`src/rtl/mbod_pkg.sv`:
```
// ---------------------------------------------------------------------------
// Shared constants and types for the multiply/branch opcode decoder
// ---------------------------------------------------------------------------
package mbod_pkg;

	// ---------------------------------------------------------------------
	// Decoded operation codes
	// ---------------------------------------------------------------------
	typedef enum logic [5:0] {
		OP_UNKNOWN,                // Word is outside both groups
		OP_ADD_PRODUCT_TO_ACC,
		OP_LOAD_ACC_FROM_PRODUCT,
		OP_SUB_PRODUCT_FROM_ACC,
		OP_SET_SHIFT_SELECT,
		OP_LOAD_FACTOR_REG,
		OP_LOAD_T_ADD_PRODUCT,
		OP_LOAD_T_ADD_SHIFT_DATA,
		OP_LOAD_T_COPY_PRODUCT,
		OP_LOAD_T_SUB_PRODUCT,
		OP_MULTIPLY_WORD,
		OP_MULTIPLY_ADD_PRIOR,
		OP_MULTIPLY_IMMEDIATE,
		OP_MULTIPLY_SUB_PRIOR,
		OP_MULTIPLY_UNSIGNED,
		OP_SQUARE_ADD,
		OP_SQUARE_SUB,
		OP_MUL_ACC_TWOWORD,
		OP_MUL_ACC_MOVE,
		OP_LOAD_PRODUCT_HIGH,
		OP_STORE_PRODUCT_HIGH,
		OP_STORE_PRODUCT_LOW,
		OP_JUMP_ALWAYS,
		OP_JUMP_TO_ACC_TARGET,
		OP_JUMP_AUX_NONZERO,
		OP_JUMP_TEST_SET,
		OP_JUMP_TEST_CLEAR,
		OP_JUMP_ACC_NONNEG,
		OP_JUMP_ACC_POSITIVE,
		OP_JUMP_ACC_NONPOS,
		OP_JUMP_ACC_NEGATIVE,
		OP_JUMP_IO_LOW,
		OP_JUMP_NO_OVERFLOW,
		OP_JUMP_ON_CARRY,
		OP_JUMP_NO_CARRY
	} mbod_op_type;

	// Branch condition handed to the branch logic
	typedef enum logic [3:0] {
		COND_NONE,
		COND_ALWAYS,
		COND_AUX_NONZERO,
		COND_TEST_SET,
		COND_TEST_CLEAR,
		COND_ACC_NONNEG,
		COND_ACC_POSITIVE,
		COND_ACC_NONPOS,
		COND_ACC_NEGATIVE,
		COND_IO_LOW,
		COND_NO_OVERFLOW,
		COND_ON_CARRY,
		COND_NO_CARRY
	} mbod_cond_type;

	// ---------------------------------------------------------------------
	// Register map (byte addresses) and field positions
	// ---------------------------------------------------------------------
	localparam logic [7:0] REG_CTRL = 8'h00;   // bit 0 fetch enable
	localparam logic [7:0] REG_WORD = 8'h04;   // write injects a word
	localparam logic [7:0] REG_STATUS = 8'h08; // decoder state
	localparam logic [7:0] REG_FIELDS = 8'h0C; // operand fields
	localparam logic [7:0] REG_TARGET = 8'h10; // second word
	localparam logic [7:0] REG_COUNT = 8'h14;  // decoded count
	localparam int CTRL_EN_BIT = 0;
	localparam logic CTRL_EN_RST = 1'b1;
	localparam int ST_WAIT_BIT = 0;
	localparam int ST_TWO_BIT = 1;
	localparam int ST_UNK_BIT = 2;
	localparam int ST_MEM_BIT = 3;
	localparam int ST_OP_LSB = 8;
	localparam int ST_COND_LSB = 16;
	localparam int FLD_IMM_LSB = 0;
	localparam int FLD_SHIFT_LSB = 13;
	localparam int FLD_OFS_LSB = 16;
	localparam int FLD_IND_BIT = 23;
	localparam logic [1:0] RESP_OKAY = 2'h0;
	localparam logic [1:0] RESP_SLVERR = 2'h2;

endpackage : mbod_pkg

```
`src/rtl/mbod_dec_if.sv`:
```
`timescale 1ns/100ps
// ---------------------------------------------------------------------------
// Word under decode and its decoded pieces
// ---------------------------------------------------------------------------
interface mbod_dec_if;
	import mbod_pkg::*;
	logic [15:0] word;            // Word being classified
	mbod_op_type op;              // Recognised operation
	mbod_cond_type cond;          // Branch condition
	logic two_word;               // A second word follows
	logic mem_op;                 // Word carries a memory operand
	logic indirect;               // Indirect addressing selected
	logic [6:0] page_offset;      // Direct page offset or indirect control
	logic [12:0] mul_imm;         // Multiply constant
	logic [1:0] shift_sel;        // Product shift mode
	modport main_mp (output word, input op, cond, two_word, mem_op, indirect, page_offset, mul_imm, shift_sel);
	modport match_mp (input word, output op, cond, two_word, mem_op);
	modport field_mp (input word, output indirect, page_offset, mul_imm, shift_sel);
endinterface : mbod_dec_if

```
`src/rtl/mbod_match.sv`:
```
`timescale 1ns/100ps
// ---------------------------------------------------------------------------
// Opcode pattern classifier
// ---------------------------------------------------------------------------
module mbod_match (
	mbod_dec_if.match_mp dif
);
	import mbod_pkg::*;

	// Patterns never overlap, so order only matters for readability
	always_comb begin
		dif.op = OP_UNKNOWN;
		dif.cond = COND_NONE;
		dif.two_word = 1'b0;
		dif.mem_op = 1'b1;
		casez (dif.word)
			16'hCE15: dif.op = OP_ADD_PRODUCT_TO_ACC;
			16'hCE14: dif.op = OP_LOAD_ACC_FROM_PRODUCT;
			16'hCE16: dif.op = OP_SUB_PRODUCT_FROM_ACC;
			16'b11001110000010??: dif.op = OP_SET_SHIFT_SELECT;
			16'h3C??: dif.op = OP_LOAD_FACTOR_REG;
			16'h3D??: dif.op = OP_LOAD_T_ADD_PRODUCT;
			16'h3F??: dif.op = OP_LOAD_T_ADD_SHIFT_DATA;
			16'h3E??: dif.op = OP_LOAD_T_COPY_PRODUCT;
			16'h5B??: dif.op = OP_LOAD_T_SUB_PRODUCT;
			16'h38??: dif.op = OP_MULTIPLY_WORD;
			16'h3A??: dif.op = OP_MULTIPLY_ADD_PRIOR;
			16'b101?????????????: dif.op = OP_MULTIPLY_IMMEDIATE;
			16'h3B??: dif.op = OP_MULTIPLY_SUB_PRIOR;
			16'hCF??: dif.op = OP_MULTIPLY_UNSIGNED;
			16'h39??: dif.op = OP_SQUARE_ADD;
			16'h5A??: dif.op = OP_SQUARE_SUB;
			16'h5D??: dif.op = OP_MUL_ACC_TWOWORD;
			16'h5C??: dif.op = OP_MUL_ACC_MOVE;
			16'h53??: dif.op = OP_LOAD_PRODUCT_HIGH;
			16'h7D??: dif.op = OP_STORE_PRODUCT_HIGH;
			16'h7C??: dif.op = OP_STORE_PRODUCT_LOW;
			16'b111111111???????: dif.op = OP_JUMP_ALWAYS;
			16'hCE25: dif.op = OP_JUMP_TO_ACC_TARGET;
			16'b111110111???????: dif.op = OP_JUMP_AUX_NONZERO;
			16'b111110011???????: dif.op = OP_JUMP_TEST_SET;
			16'b111110001???????: dif.op = OP_JUMP_TEST_CLEAR;
			16'b111101001???????: dif.op = OP_JUMP_ACC_NONNEG;
			16'b111100011???????: dif.op = OP_JUMP_ACC_POSITIVE;
			16'b111100101???????: dif.op = OP_JUMP_ACC_NONPOS;
			16'b111100111???????: dif.op = OP_JUMP_ACC_NEGATIVE;
			16'b111110101???????: dif.op = OP_JUMP_IO_LOW;
			16'b111101111???????: dif.op = OP_JUMP_NO_OVERFLOW;
			16'b010111101???????: dif.op = OP_JUMP_ON_CARRY;
			16'b010111111???????: dif.op = OP_JUMP_NO_CARRY;
			default: dif.op = OP_UNKNOWN;
		endcase
		// Word count, condition and operand presence per operation
		unique case (dif.op)
			OP_ADD_PRODUCT_TO_ACC, OP_LOAD_ACC_FROM_PRODUCT, OP_SUB_PRODUCT_FROM_ACC,
			OP_SET_SHIFT_SELECT, OP_MULTIPLY_IMMEDIATE, OP_UNKNOWN: dif.mem_op = 1'b0;
			OP_MUL_ACC_TWOWORD, OP_MUL_ACC_MOVE: dif.two_word = 1'b1;
			OP_JUMP_TO_ACC_TARGET: begin
				dif.mem_op = 1'b0;
				dif.cond = COND_ALWAYS;
			end
			OP_JUMP_ALWAYS, OP_JUMP_AUX_NONZERO, OP_JUMP_TEST_SET, OP_JUMP_TEST_CLEAR,
			OP_JUMP_ACC_NONNEG, OP_JUMP_ACC_POSITIVE, OP_JUMP_ACC_NONPOS, OP_JUMP_ACC_NEGATIVE,
			OP_JUMP_IO_LOW, OP_JUMP_NO_OVERFLOW, OP_JUMP_ON_CARRY, OP_JUMP_NO_CARRY: begin
				// Low bits of a branch word are not a data operand
				dif.mem_op = 1'b0;
				dif.two_word = 1'b1;
			end
			default: dif.mem_op = 1'b1;
		endcase
		// Condition the branch logic must test
		unique case (dif.op)
			OP_JUMP_ALWAYS: dif.cond = COND_ALWAYS;
			OP_JUMP_AUX_NONZERO: dif.cond = COND_AUX_NONZERO;
			OP_JUMP_TEST_SET: dif.cond = COND_TEST_SET;
			OP_JUMP_TEST_CLEAR: dif.cond = COND_TEST_CLEAR;
			OP_JUMP_ACC_NONNEG: dif.cond = COND_ACC_NONNEG;
			OP_JUMP_ACC_POSITIVE: dif.cond = COND_ACC_POSITIVE;
			OP_JUMP_ACC_NONPOS: dif.cond = COND_ACC_NONPOS;
			OP_JUMP_ACC_NEGATIVE: dif.cond = COND_ACC_NEGATIVE;
			OP_JUMP_IO_LOW: dif.cond = COND_IO_LOW;
			OP_JUMP_NO_OVERFLOW: dif.cond = COND_NO_OVERFLOW;
			OP_JUMP_ON_CARRY: dif.cond = COND_ON_CARRY;
			OP_JUMP_NO_CARRY: dif.cond = COND_NO_CARRY;
			default: ;
		endcase
	end

endmodule : mbod_match

```
`src/rtl/mbod_fields.sv`:
```
`timescale 1ns/100ps
// ---------------------------------------------------------------------------
// Operand field extraction
// ---------------------------------------------------------------------------
module mbod_fields (
	mbod_dec_if.field_mp dif
);
	import mbod_pkg::*;

	// Fields are cut unconditionally; the op code says which one is meaningful
	always_comb begin
		dif.indirect = dif.word[7];
		dif.page_offset = dif.word[6:0];
		dif.mul_imm = dif.word[12:0];
		dif.shift_sel = dif.word[1:0];
	end

endmodule : mbod_fields

```
`src/rtl/mbod_decoder.sv`:
```
// The placing of the registers and register access over AXI4-Lite are this design's own decisions.
`timescale 1ns/100ps
// Operation
// - CE15 decodes as add product to accumulator
// - CE14 decodes as load accumulator from product
// - CE16 decodes as subtract product from accumulator
// - Shift select word passes bits 1:0
// - 3C, 3D bytes: load factor variants
// - 3F byte: load factor, add, move data
// - 3E byte: load factor, copy product
// - 5B byte: load factor, subtract product
// - 38 byte: multiply memory word
// - 3A multiply-add; 101 top: immediate multiply
// - 3B multiply-subtract; CF unsigned multiply
// - 39 square-add; 5A square-subtract
// - 5D and 5C are two-word multiply-accumulates
// - 53 byte: load product high half
// - 7D byte: store product high half
// - 7C byte: store product low half
// - Unconditional jump two words; CE25 accumulator jump
// - Auxiliary-nonzero jump is two words
// - Test-flag set/clear jumps, two words
// - Four accumulator-sign jumps, two words
// - Polled-input-low jump, two words
// - Overflow and carry jumps, two words
module mbod_decoder (
	input wire logic i_core_clk,
	input wire logic i_reset_n,
	// Fetch side
	input wire logic i_fetch_valid,
	input wire logic [15:0] i_fetch_word,
	// Decoded instruction
	output logic o_dec_valid,
	output mbod_pkg::mbod_op_type o_op,
	output mbod_pkg::mbod_cond_type o_cond,
	output logic o_two_word,
	output logic o_unknown,
	output logic o_mem_op,
	output logic o_indirect,
	output logic [6:0] o_page_offset,
	output logic [12:0] o_mul_imm,
	output logic [1:0] o_shift_sel,
	output logic [15:0] o_target,
	output logic o_wait_target,
	// AXI4-Lite slave
	input wire logic [7:0] i_s_axi_awaddr,
	input wire logic i_s_axi_awvalid,
	output logic o_s_axi_awready,
	input wire logic [31:0] i_s_axi_wdata,
	input wire logic [3:0] i_s_axi_wstrb,
	input wire logic i_s_axi_wvalid,
	output logic o_s_axi_wready,
	output logic [1:0] o_s_axi_bresp,
	output logic o_s_axi_bvalid,
	input wire logic i_s_axi_bready,
	input wire logic [7:0] i_s_axi_araddr,
	input wire logic i_s_axi_arvalid,
	output logic o_s_axi_arready,
	output logic [31:0] o_s_axi_rdata,
	output logic [1:0] o_s_axi_rresp,
	output logic o_s_axi_rvalid,
	input wire logic i_s_axi_rready
);
	import mbod_pkg::*;

	// -----------------------------------------------------------------------
	// State
	// -----------------------------------------------------------------------
	// Decoder sequencer: opcode expected, or the extension word
	typedef enum logic {
		SEQ_OPCODE,
		SEQ_TARGET
	} mbod_seq_type;

	// Every flip-flop of the module lives in this one struct
	typedef struct packed {
		mbod_seq_type seq;      // Sequencer state
		logic enable;           // Fetch port enable
		logic [15:0] word;      // Last opcode word taken
		logic dec_valid;        // One-cycle decode strobe
		mbod_op_type op;        // Held operation
		mbod_cond_type cond;    // Held condition
		logic two_word;         // Held word count flag
		logic unknown;          // Held unknown flag
		logic mem_op;           // Held operand flag
		logic indirect;         // Held indirect select
		logic [6:0] page_offset; // Held offset or control
		logic [12:0] mul_imm;   // Held multiply constant
		logic [1:0] shift_sel;  // Held shift mode
		logic [15:0] target;    // Held second word
		logic [31:0] count;     // Decoded instruction count
		logic awready;          // Write address slot free
		logic [7:0] awaddr;     // Captured write address
		logic wready;           // Write data slot free
		logic [31:0] wdata;     // Captured write data
		logic [3:0] wstrb;      // Captured byte enables
		logic bvalid;           // Write response pending
		logic [1:0] bresp;      // Write response code
		logic arready;          // Read slot free
		logic rvalid;           // Read data pending
		logic [31:0] rdata;     // Read data
		logic [1:0] rresp;      // Read response code
	} mbod_state_type;

	mbod_state_type q; // Registered state
	mbod_state_type d; // Next state

	// -----------------------------------------------------------------------
	// Classifier and field extractor
	// -----------------------------------------------------------------------
	mbod_dec_if dif (); // Shared decode bundle

	mbod_match u_match (
		.dif(dif.match_mp)
	);

	mbod_fields u_fields (
		.dif(dif.field_mp)
	);

	// -----------------------------------------------------------------------
	// Word source selection
	// -----------------------------------------------------------------------
	logic wr_ready;       // Both write halves captured, no response out
	logic wr_word_hit;    // Pending write targets the word register
	logic wr_stall;       // Word write must wait for the fetch port
	logic fetch_take;     // Fetch port word accepted this cycle
	logic inject_take;    // Software word accepted this cycle
	logic [15:0] inj_word; // Software word merged under its strobes
	logic word_take;      // Any word accepted this cycle
	logic [15:0] word_in; // Accepted word

	// Fetch has priority; a software word stalls the write channel instead
	always_comb begin
		wr_ready = !q.awready && !q.wready && !q.bvalid;
		wr_word_hit = (q.awaddr == REG_WORD);
		fetch_take = i_fetch_valid && q.enable;
		wr_stall = wr_word_hit && fetch_take;
		inject_take = wr_ready && wr_word_hit && !fetch_take;
		inj_word[7:0] = q.wstrb[0] ? q.wdata[7:0] : q.word[7:0];
		inj_word[15:8] = q.wstrb[1] ? q.wdata[15:8] : q.word[15:8];
		word_take = fetch_take || inject_take;
		word_in = fetch_take ? i_fetch_word : inj_word;
		dif.word = word_in;
	end

	// -----------------------------------------------------------------------
	// Read data mux
	// -----------------------------------------------------------------------
	logic [31:0] rd_mux; // Data for the addressed register
	logic rd_hit;        // Read address is mapped

	// Unused high bits read as zero
	always_comb begin
		rd_mux = 32'h0000_0000;
		rd_hit = 1'b1;
		unique case (i_s_axi_araddr)
			REG_CTRL: rd_mux[CTRL_EN_BIT] = q.enable;
			REG_WORD: rd_mux[15:0] = q.word;
			REG_STATUS: begin
				rd_mux[ST_WAIT_BIT] = (q.seq == SEQ_TARGET);
				rd_mux[ST_TWO_BIT] = q.two_word;
				rd_mux[ST_UNK_BIT] = q.unknown;
				rd_mux[ST_MEM_BIT] = q.mem_op;
				rd_mux[ST_OP_LSB +: 6] = q.op;
				rd_mux[ST_COND_LSB +: 4] = q.cond;
			end
			REG_FIELDS: begin
				rd_mux[FLD_IMM_LSB +: 13] = q.mul_imm;
				rd_mux[FLD_SHIFT_LSB +: 2] = q.shift_sel;
				rd_mux[FLD_OFS_LSB +: 7] = q.page_offset;
				rd_mux[FLD_IND_BIT] = q.indirect;
			end
			REG_TARGET: rd_mux[15:0] = q.target;
			REG_COUNT: rd_mux = q.count;
			default: rd_hit = 1'b0;
		endcase
	end

	// -----------------------------------------------------------------------
	// Next-state logic
	// -----------------------------------------------------------------------
	always_comb begin
		d = q;
		d.dec_valid = 1'b0;

		// Decode sequencer
		if (word_take) begin
			unique case (q.seq)
				SEQ_TARGET: begin
					// Extension word is captured raw, never classified
					d.target = word_in;
					d.dec_valid = 1'b1;
					d.count = q.count + 32'h0000_0001;
					d.seq = SEQ_OPCODE;
				end
				SEQ_OPCODE: begin
					d.word = word_in;
					d.op = dif.op;
					d.cond = dif.cond;
					d.two_word = dif.two_word;
					d.mem_op = dif.mem_op;
					d.unknown = (dif.op == OP_UNKNOWN);
					d.indirect = dif.indirect;
					d.page_offset = dif.page_offset;
					d.mul_imm = dif.mul_imm;
					d.shift_sel = dif.shift_sel;
					if (dif.two_word) begin
						// Hold the strobe until the extension word arrives
						d.seq = SEQ_TARGET;
					end else begin
						d.dec_valid = 1'b1;
						d.count = q.count + 32'h0000_0001;
					end
				end
			endcase
		end

		// Write address and data are taken in either order
		if (q.awready && i_s_axi_awvalid) begin
			d.awready = 1'b0;
			d.awaddr = i_s_axi_awaddr;
		end
		if (q.wready && i_s_axi_wvalid) begin
			d.wready = 1'b0;
			d.wdata = i_s_axi_wdata;
			d.wstrb = i_s_axi_wstrb;
		end

		// Perform the write once both halves are in
		if (wr_ready && !wr_stall) begin
			d.bvalid = 1'b1;
			d.bresp = RESP_OKAY;
			unique case (q.awaddr)
				REG_CTRL: begin
					if (q.wstrb[0]) begin
						d.enable = q.wdata[CTRL_EN_BIT];
					end
				end
				REG_WORD: ; // Taken by the sequencer above
				REG_STATUS, REG_FIELDS, REG_TARGET, REG_COUNT: ; // Read-only, ignored
				default: d.bresp = RESP_SLVERR;
			endcase
		end

		// Response accepted, free both slots
		if (q.bvalid && i_s_axi_bready) begin
			d.bvalid = 1'b0;
			d.awready = 1'b1;
			d.wready = 1'b1;
		end

		// Reads: one at a time, answered the cycle after the address
		if (q.arready && i_s_axi_arvalid) begin
			d.arready = 1'b0;
			d.rvalid = 1'b1;
			d.rdata = rd_mux;
			d.rresp = rd_hit ? RESP_OKAY : RESP_SLVERR;
		end
		if (q.rvalid && i_s_axi_rready) begin
			d.rvalid = 1'b0;
			d.arready = 1'b1;
		end
	end

	// -----------------------------------------------------------------------
	// State register
	// -----------------------------------------------------------------------
	always_ff @(posedge i_core_clk or negedge i_reset_n) begin
		if (!i_reset_n) begin
			q.seq <= SEQ_OPCODE;
			q.enable <= CTRL_EN_RST;
			q.word <= 16'h0000;
			q.dec_valid <= 1'b0;
			q.op <= OP_UNKNOWN;
			q.cond <= COND_NONE;
			q.two_word <= 1'b0;
			q.unknown <= 1'b0;
			q.mem_op <= 1'b0;
			q.indirect <= 1'b0;
			q.page_offset <= 7'h00;
			q.mul_imm <= 13'h0000;
			q.shift_sel <= 2'h0;
			q.target <= 16'h0000;
			q.count <= 32'h0000_0000;
			q.awready <= 1'b1;
			q.awaddr <= 8'h00;
			q.wready <= 1'b1;
			q.wdata <= 32'h0000_0000;
			q.wstrb <= 4'h0;
			q.bvalid <= 1'b0;
			q.bresp <= RESP_OKAY;
			q.arready <= 1'b1;
			q.rvalid <= 1'b0;
			q.rdata <= 32'h0000_0000;
			q.rresp <= RESP_OKAY;
		end else begin
			q <= d;
		end
	end

	// -----------------------------------------------------------------------
	// Outputs, all straight from flops
	// -----------------------------------------------------------------------
	assign o_dec_valid = q.dec_valid;
	assign o_op = q.op;
	assign o_cond = q.cond;
	assign o_two_word = q.two_word;
	assign o_unknown = q.unknown;
	assign o_mem_op = q.mem_op;
	assign o_indirect = q.indirect;
	assign o_page_offset = q.page_offset;
	assign o_mul_imm = q.mul_imm;
	assign o_shift_sel = q.shift_sel;
	assign o_target = q.target;
	assign o_wait_target = (q.seq == SEQ_TARGET);
	assign o_s_axi_awready = q.awready;
	assign o_s_axi_wready = q.wready;
	assign o_s_axi_bresp = q.bresp;
	assign o_s_axi_bvalid = q.bvalid;
	assign o_s_axi_arready = q.arready;
	assign o_s_axi_rdata = q.rdata;
	assign o_s_axi_rresp = q.rresp;
	assign o_s_axi_rvalid = q.rvalid;

endmodule : mbod_decoder

```
`config.mk`:
```
export PLATFORM = sky130hd
export DESIGN_NAME = mbod_decoder
export DESIGN_NICKNAME = d
export VERILOG_FILES = /design/src/rtl/mbod_pkg.sv /design/src/rtl/mbod_dec_if.sv /design/src/rtl/mbod_match.sv /design/src/rtl/mbod_fields.sv /design/src/rtl/mbod_decoder.sv
export SDC_FILE = /design/constraint.sdc
export NUM_CORES = 1
export LEC_CHECK = 0
export ABC_AREA = 0
export BUFFER_PORTS_ARGS = -buffer_cell sky130_fd_sc_hd__buf_2
export CORE_ASPECT_RATIO = 1.2
export CORE_MARGIN = 2
export CORE_UTILIZATION = 55
export DETAILED_ROUTE_END_ITERATION = 8
export GPL_TIMING_DRIVEN = 0
export PLACE_DENSITY = 0.81
export SYNTH_ARGS = -nofsm -noshare
export SYNTH_HDL_FRONTEND = slang
export SYNTH_HIERARCHICAL = 1
export SYNTH_SLANG_ARGS = --single-unit
```
`constraint.sdc`:
```
create_clock -name i_core_clk -period 6.2 [get_ports i_core_clk]
set_input_delay 0.93 -clock i_core_clk [delete_from_list [all_inputs] [get_ports i_core_clk]]
set_output_delay 0.93 -clock i_core_clk [all_outputs]
set_load 0.05 [all_outputs]
```
==> After elaboration in Yosys (flattened, before gate mapping) <==
Index checks and enable logic that the tools add are counted.
{ "classes": {"addsub": 1, "n_eq_ne": 65, "n_mux": 37, "bitwise_logic": 1, "n_reduce_logical": 33} }
{ "ops": {"columns": ["op", "count"], "rows": [
  ["$pmux W6 S34", 1],
  ["$eq A9 B9 Y1 const B", 10],
  ["$mux W85", 1],
  ["$eq A6 B5 Y1 const B", 12],
  ["$mux W36", 2],
  ["$eq A16 B16 Y1 const B", 4],
  ["$eq A8 B6 Y1 const B", 8],
  ["$pmux W32 S2", 1],
  ["$eq A8 B7 Y1 const B", 7],
  ["$pmux W4 S12", 1],
  ["$mux W37", 1],
  ["$add A32 B1 Y32 const B", 1],
  ["$eq A8 B4 Y1 const B", 4],
  ["$eq A8 B5 Y1 const B", 4],
  ["$mux W16", 2],
  ["$mux W32", 1],
  ["$pmux W6 S5", 1],
  ["$mux W8", 3],
  ["$reduce_or A19 Y1", 1],
  ["$eq A6 B6 Y1 const B", 3],
  ["$eq A9 B8 Y1 const B", 2],
  ["$eq A8 B3 Y1 const B", 2],
  ["$logic_not A8 Y1", 2],
  ["$pmux W4 S4", 1],
  ["other kinds (29)", 62]
]} }
{ "totals": {"ff_bits": 188, "output_inout_bits": 95} }

==> Longest topological paths before layout <==
{ "logic_depth": {"depth_word": 10, "mapped_depth": 17, "ltp_nobuf": 14} }

==> Hierarchy <==
The synthesis kept the hierarchy.
{ "modules_own_cells": {"columns": ["mod", "n_inst", "cells_each", "area_each_um2", "seq_area_each_um2"], "rows": [
  ["mbod_decoder", 1, 837, 8186.6, 4209.0],
  ["mbod_match", 1, 139, 884.6, 0.0],
  ["mbod_fields", 1, 23, 172.7, 0.0]
]} }

==> Worst setup path before layout <==
OpenSTA, ideal clock, no wires.
{ "synth_timing": {"path_kind": "input-to-reg", "from": "input i_fetch_valid", "to": "register q[106] (netlist bit)", "setup_ns": 0.079, "t_arrival_ns": 3.852, "t_required_ns": 6.121, "path_slack_ns": 2.269, "stages": 17, "cell_sequence": "nand2_1 clkbuf_1 nand2_1 o21ai_0 inv_1 buf_4 buf_2 nor2_1 a21oi_1 o21ai_0 nand2_1 or3_1 nand2b_1 nand3_1 nand2b_1 nor4_1 xor2_1"} }
{ "synth_between": {"elab_chain_cells": 9} }
{ "synth_lines": {"columns": ["element", "line", "rtl"], "rows": [
  ["from (decl)", "mbod_decoder.sv:30", "input wire logic i_fetch_valid,"],
  ["$logic_and A1 B1 Y1 *", "mbod_decoder.sv:137", "fetch_take = i_fetch_valid && q.enable;"],
  ["$mux W16 *", "mbod_decoder.sv:143", "word_in = fetch_take ? i_fetch_word : inj_word;"],
  ["named net dif.word[11]", "mbod_dec_if.sv:7", "logic [15:0] word;"],
  ["$eq A16 B16 Y1 (tied with other cells)", "mbod_match.sv:16", "casez (dif.word)"],
  ["$pmux W6 S34 *", "mbod_match.sv:16", null],
  ["$eq A6 B5 Y1 / $eq A6 B6 Y1 (equally long branches)", "mbod_match.sv:54", "unique case (dif.op)"],
  ["$reduce_or A14 Y1 (no line) *", null, null],
  ["$mux W1 *", "mbod_match.sv:54", null],
  ["named net dif.two_word", "mbod_dec_if.sv:10", "logic two_word;"],
  ["$ne A2 B2 Y1 (no line) *", null, null],
  ["$reduce_and A2 Y1 (no line) *", null, null],
  ["to (decl)", "mbod_decoder.sv:105", "mbod_state_type q;"]
]} }
The timed path passes the listed nets; every way through them passes the cells marked *.
A chain may end at the register's enable or synchronous reset.

==> Worst setup path after layout <==
Same ends and word-level chain as after synthesis.

==> metrics.txt <==
Initial Util=56.6%; # diodes=0; width of the die=122 um; synthesized-area fraction occupied by adder cells=0.135%; Site Rows=51; largest family of logic cells by synthesized area=simple AND/OR/NAND/NOR gates; crit path max fanout=10; crit path DAT=5.30 ns; Synth Area in XOR/XNOR=3.13%; commonest non-fill, non-tap cell in the layout=nand2_1; Syn Inst Count=999; crit path max-delay cell type=nor4_1; most frequent cells in the layout=nand2_1, dfrtp_1, buf_2; PD cells=434 mW/mm2; critical-path cell list=buf_2, nand2_1, clkbuf_1, o21ai_0, inv_1, clkbuf_1, clkbuf_1, a21oi_1, o21ai_0, nand2_1, or3_1, nand2b_1, nand3_1, nand2b_1, nor4_1, xor2_1; multi-input combinational cell area=0.00393 mm2; Synth warnings=6; Vias/cell=5.71; Post-synth EDFFs=0; via count=7958; Post-synth ARST share=100%; Worst Path Buf+Inv=5; Psw=2.00 mW; CP Class=primary input to flip-flop; FF/Latch Area=0.00421 mm2; Synth cell types=68; WL final=25900 um; HPWL Detailed=19600 um; Max Freq=200 MHz; Comb pwr share=44.8%; mux contribution to synthesized area=8.64%; Crit. End Element=flip-flop; Avg Inst Size Synth=9.25 um2; CP most frequent cell=clkbuf_1; post-synthesis sequential area ratio=45.5%; Hold Violations, Final=0; Area Overhead vs Synth=17.9%; CP max stage delay=0.52 ns; hold crit path type=primary input to asynchronous set/reset pin; clock power share=22.8%; unrepaired setup endpoints after global routing=false; worst vdd ir=0.290 mV; status=finished clean; Final Max Tran Viols=0; input/output buffers=149; maxcap violations=0; Fill cells=1373; Iter 0 DRT Violations=813; worst slew pin tran=0.851 ns; Max Clock Skew=0.00656 ns; Rel. slew slack=42.5%; final hold slack=0.447 ns; setup TNS=0 ns; sequential share of power=32.4%; final period utilization=80.8%; Worst-Skew Late Latency=0.43 ns; post-route ant nets=0; Setup Buffers After CTS=0; cell-internal power=2.73 mW; vias in the first global route=7785; Compound-Gate Fraction of Synth Area=11.2%; H-Tree Depth=4; Tot GR Track Use=29.7%; simple-gate share of the synthesized area=19.2%; I/O pin cnt=171; placed instance count=1362; clock-pin slew on the worst setup and hold paths=0.06 ns; floorplan die height=146 um; final setup fails=0; Leak=5.45 nW; gpl congestion=0.924; clk sinks=168; DRC=0; cts hold-fix bufs=0; Max Buffers Root-to-Sink=2; Synth Flop Type=dfrtp_1; first-pass GRT wire length=41000 um; drt wl/cell=18.5 um; largest net degree at the start of global routing=101; Root Driver=clkbuf_16; initial antenna violation count=0; Post-Syn Area=0.00924 mm2; CTS Buf Count=17; Worst path top cell family by delay=simple AND/OR/NAND/NOR gates; Cell Count, Final, Fillers Out=1394; total grt overflow=0; Total Power=4.73 mW; net switching fraction of the power=42.2%; cts repair resizes=0; Synth Register Bits=168; CTS tree=built; TritonRoute pass-1 iters=5; nets=1246; Startpoint Class=primary input; die area=0.0179 mm2; Tmin final=5.01 ns; proportion of layout cells with a drive suffix above 1=29.6%; Core ar.=0.0163 mm2; Critical Path RT=6.49 ns
[Yosys cell counts (3+ instances only)]
master	n	area (um2)
a21o_1	3	22.5
a21oi_1	16	80.1
a22o_1	14	123
a22oi_1	14	105
and2_1	4	25.0
and3_1	8	50.1
and4_1	3	26.3
buf_2	8	40.0
buf_4	108	811
clkbuf_1	37	139
dfrtp_1	164	4100
dfstp_2	4	105
inv_1	32	120
mux2_2	28	315
mux2i_1	46	460
nand2_1	214	803
nand2b_1	8	50.1
nand3_1	19	95.1
nand4_1	11	68.8
nand4bb_1	6	67.6
nor2_1	29	109
nor3_1	20	100
nor4_1	11	68.8
nor4bb_1	3	30.0
o21ai_0	83	415
o22ai_1	9	56.3
o31ai_1	3	22.5
or3_1	6	37.5
or3b_2	3	26.3
or4b_2	4	40.0
xnor2_1	17	149
xor2_1	16	140
[stage by stage]
stage	worst slack, ns	utilization (%)	instance area, um2
floorplan	2.27	-	9250
global placement	1.04	62.8	10300
detailed placement	1.02	63.0	10300
CTS	1.33	66.7	10900
global route	0.817	66.7	10900
finish	1.19	66.7	10900
[logic make-up (layout without fill, tap and decap cells)]
logic type,after synthesis,after routing
and+or+nand+nor,370,370
buffers and inverters,186,368
DFF,168,168
AOI/OAI and AO/OA,165,165
muxes,75,75
xor gates and xnor gates,33,33
adders and majority gates,1,1
other,1,2
[final cells by class]
cell class,instances,area share (%)
Sequential cell,168,38.6
Multi-Input combinational cell,646,36.0
Buffer,154,9.11
Timing Repair Buffer,150,7.18
Clock buffer,20,4.28
Tap cell,212,2.43
Clock inverter,12,1.29
Inverter,32,1.10
[worst paths after layout]
kind / end / cells after the start / slack [ns] / start
worst min-delay path: o_s_axi_rdata[21] / 1 / 0.45 / i_reset_n
worst min register to register: o_s_axi_bresp[1] / 1 / 0.48 / o_s_axi_bresp[1]
worst max register to register: q[106] / 16 / 1.33 / q[186]
worst max-delay path: q[106] / 16 / 1.19 / i_fetch_valid
min in group i_core_clk: o_s_axi_bresp[1] / 1 / 0.48 / o_s_axi_bresp[1]
max in group asynchronous: q[180] / 2 / 4.85 / i_reset_n
[power by group through the flow]
| stage | combinational (mW) | clock [mW] | sequential (mW) |
|---|---|---|---|
| 2_1_floorplan | 1.56 | 0 | 1.53 |
| 3_3_place_gp | 2.07 | 0 | 1.54 |
| 3_5_place_dp | 2.09 | 0 | 1.54 |
| 4_1_cts | 2.10 | 1.08 | 1.53 |
| 5_1_grt | 2.29 | 1.14 | 1.55 |
| 6_report | 2.12 | 1.08 | 1.53 |
[sequential cells by signal (all words and copies together), names as in the netlist, 2 cells and up]
| signal | flops |
|---|---|
| q | 75 |
| o_s_axi_rdata | 32 |
| o_target | 16 |
| o_mul_imm | 13 |
| o_page_offset | 7 |
| o_op | 6 |
| o_cond | 4 |
| o_shift_sel | 2 |
[per-layer routing]
layer / wire length [um] / vias up / track usage [%]
li1: - / 3682 / -
met1: 10200 / 3848 / 38.6
met2: 12600 / 342 / 46.9
met3: 1840 / 86 / 6.25
met4: 1170 / 0 / 14.7
met5: 0 / - / 0
No activity file was read; power rests on OpenSTA's default activity.
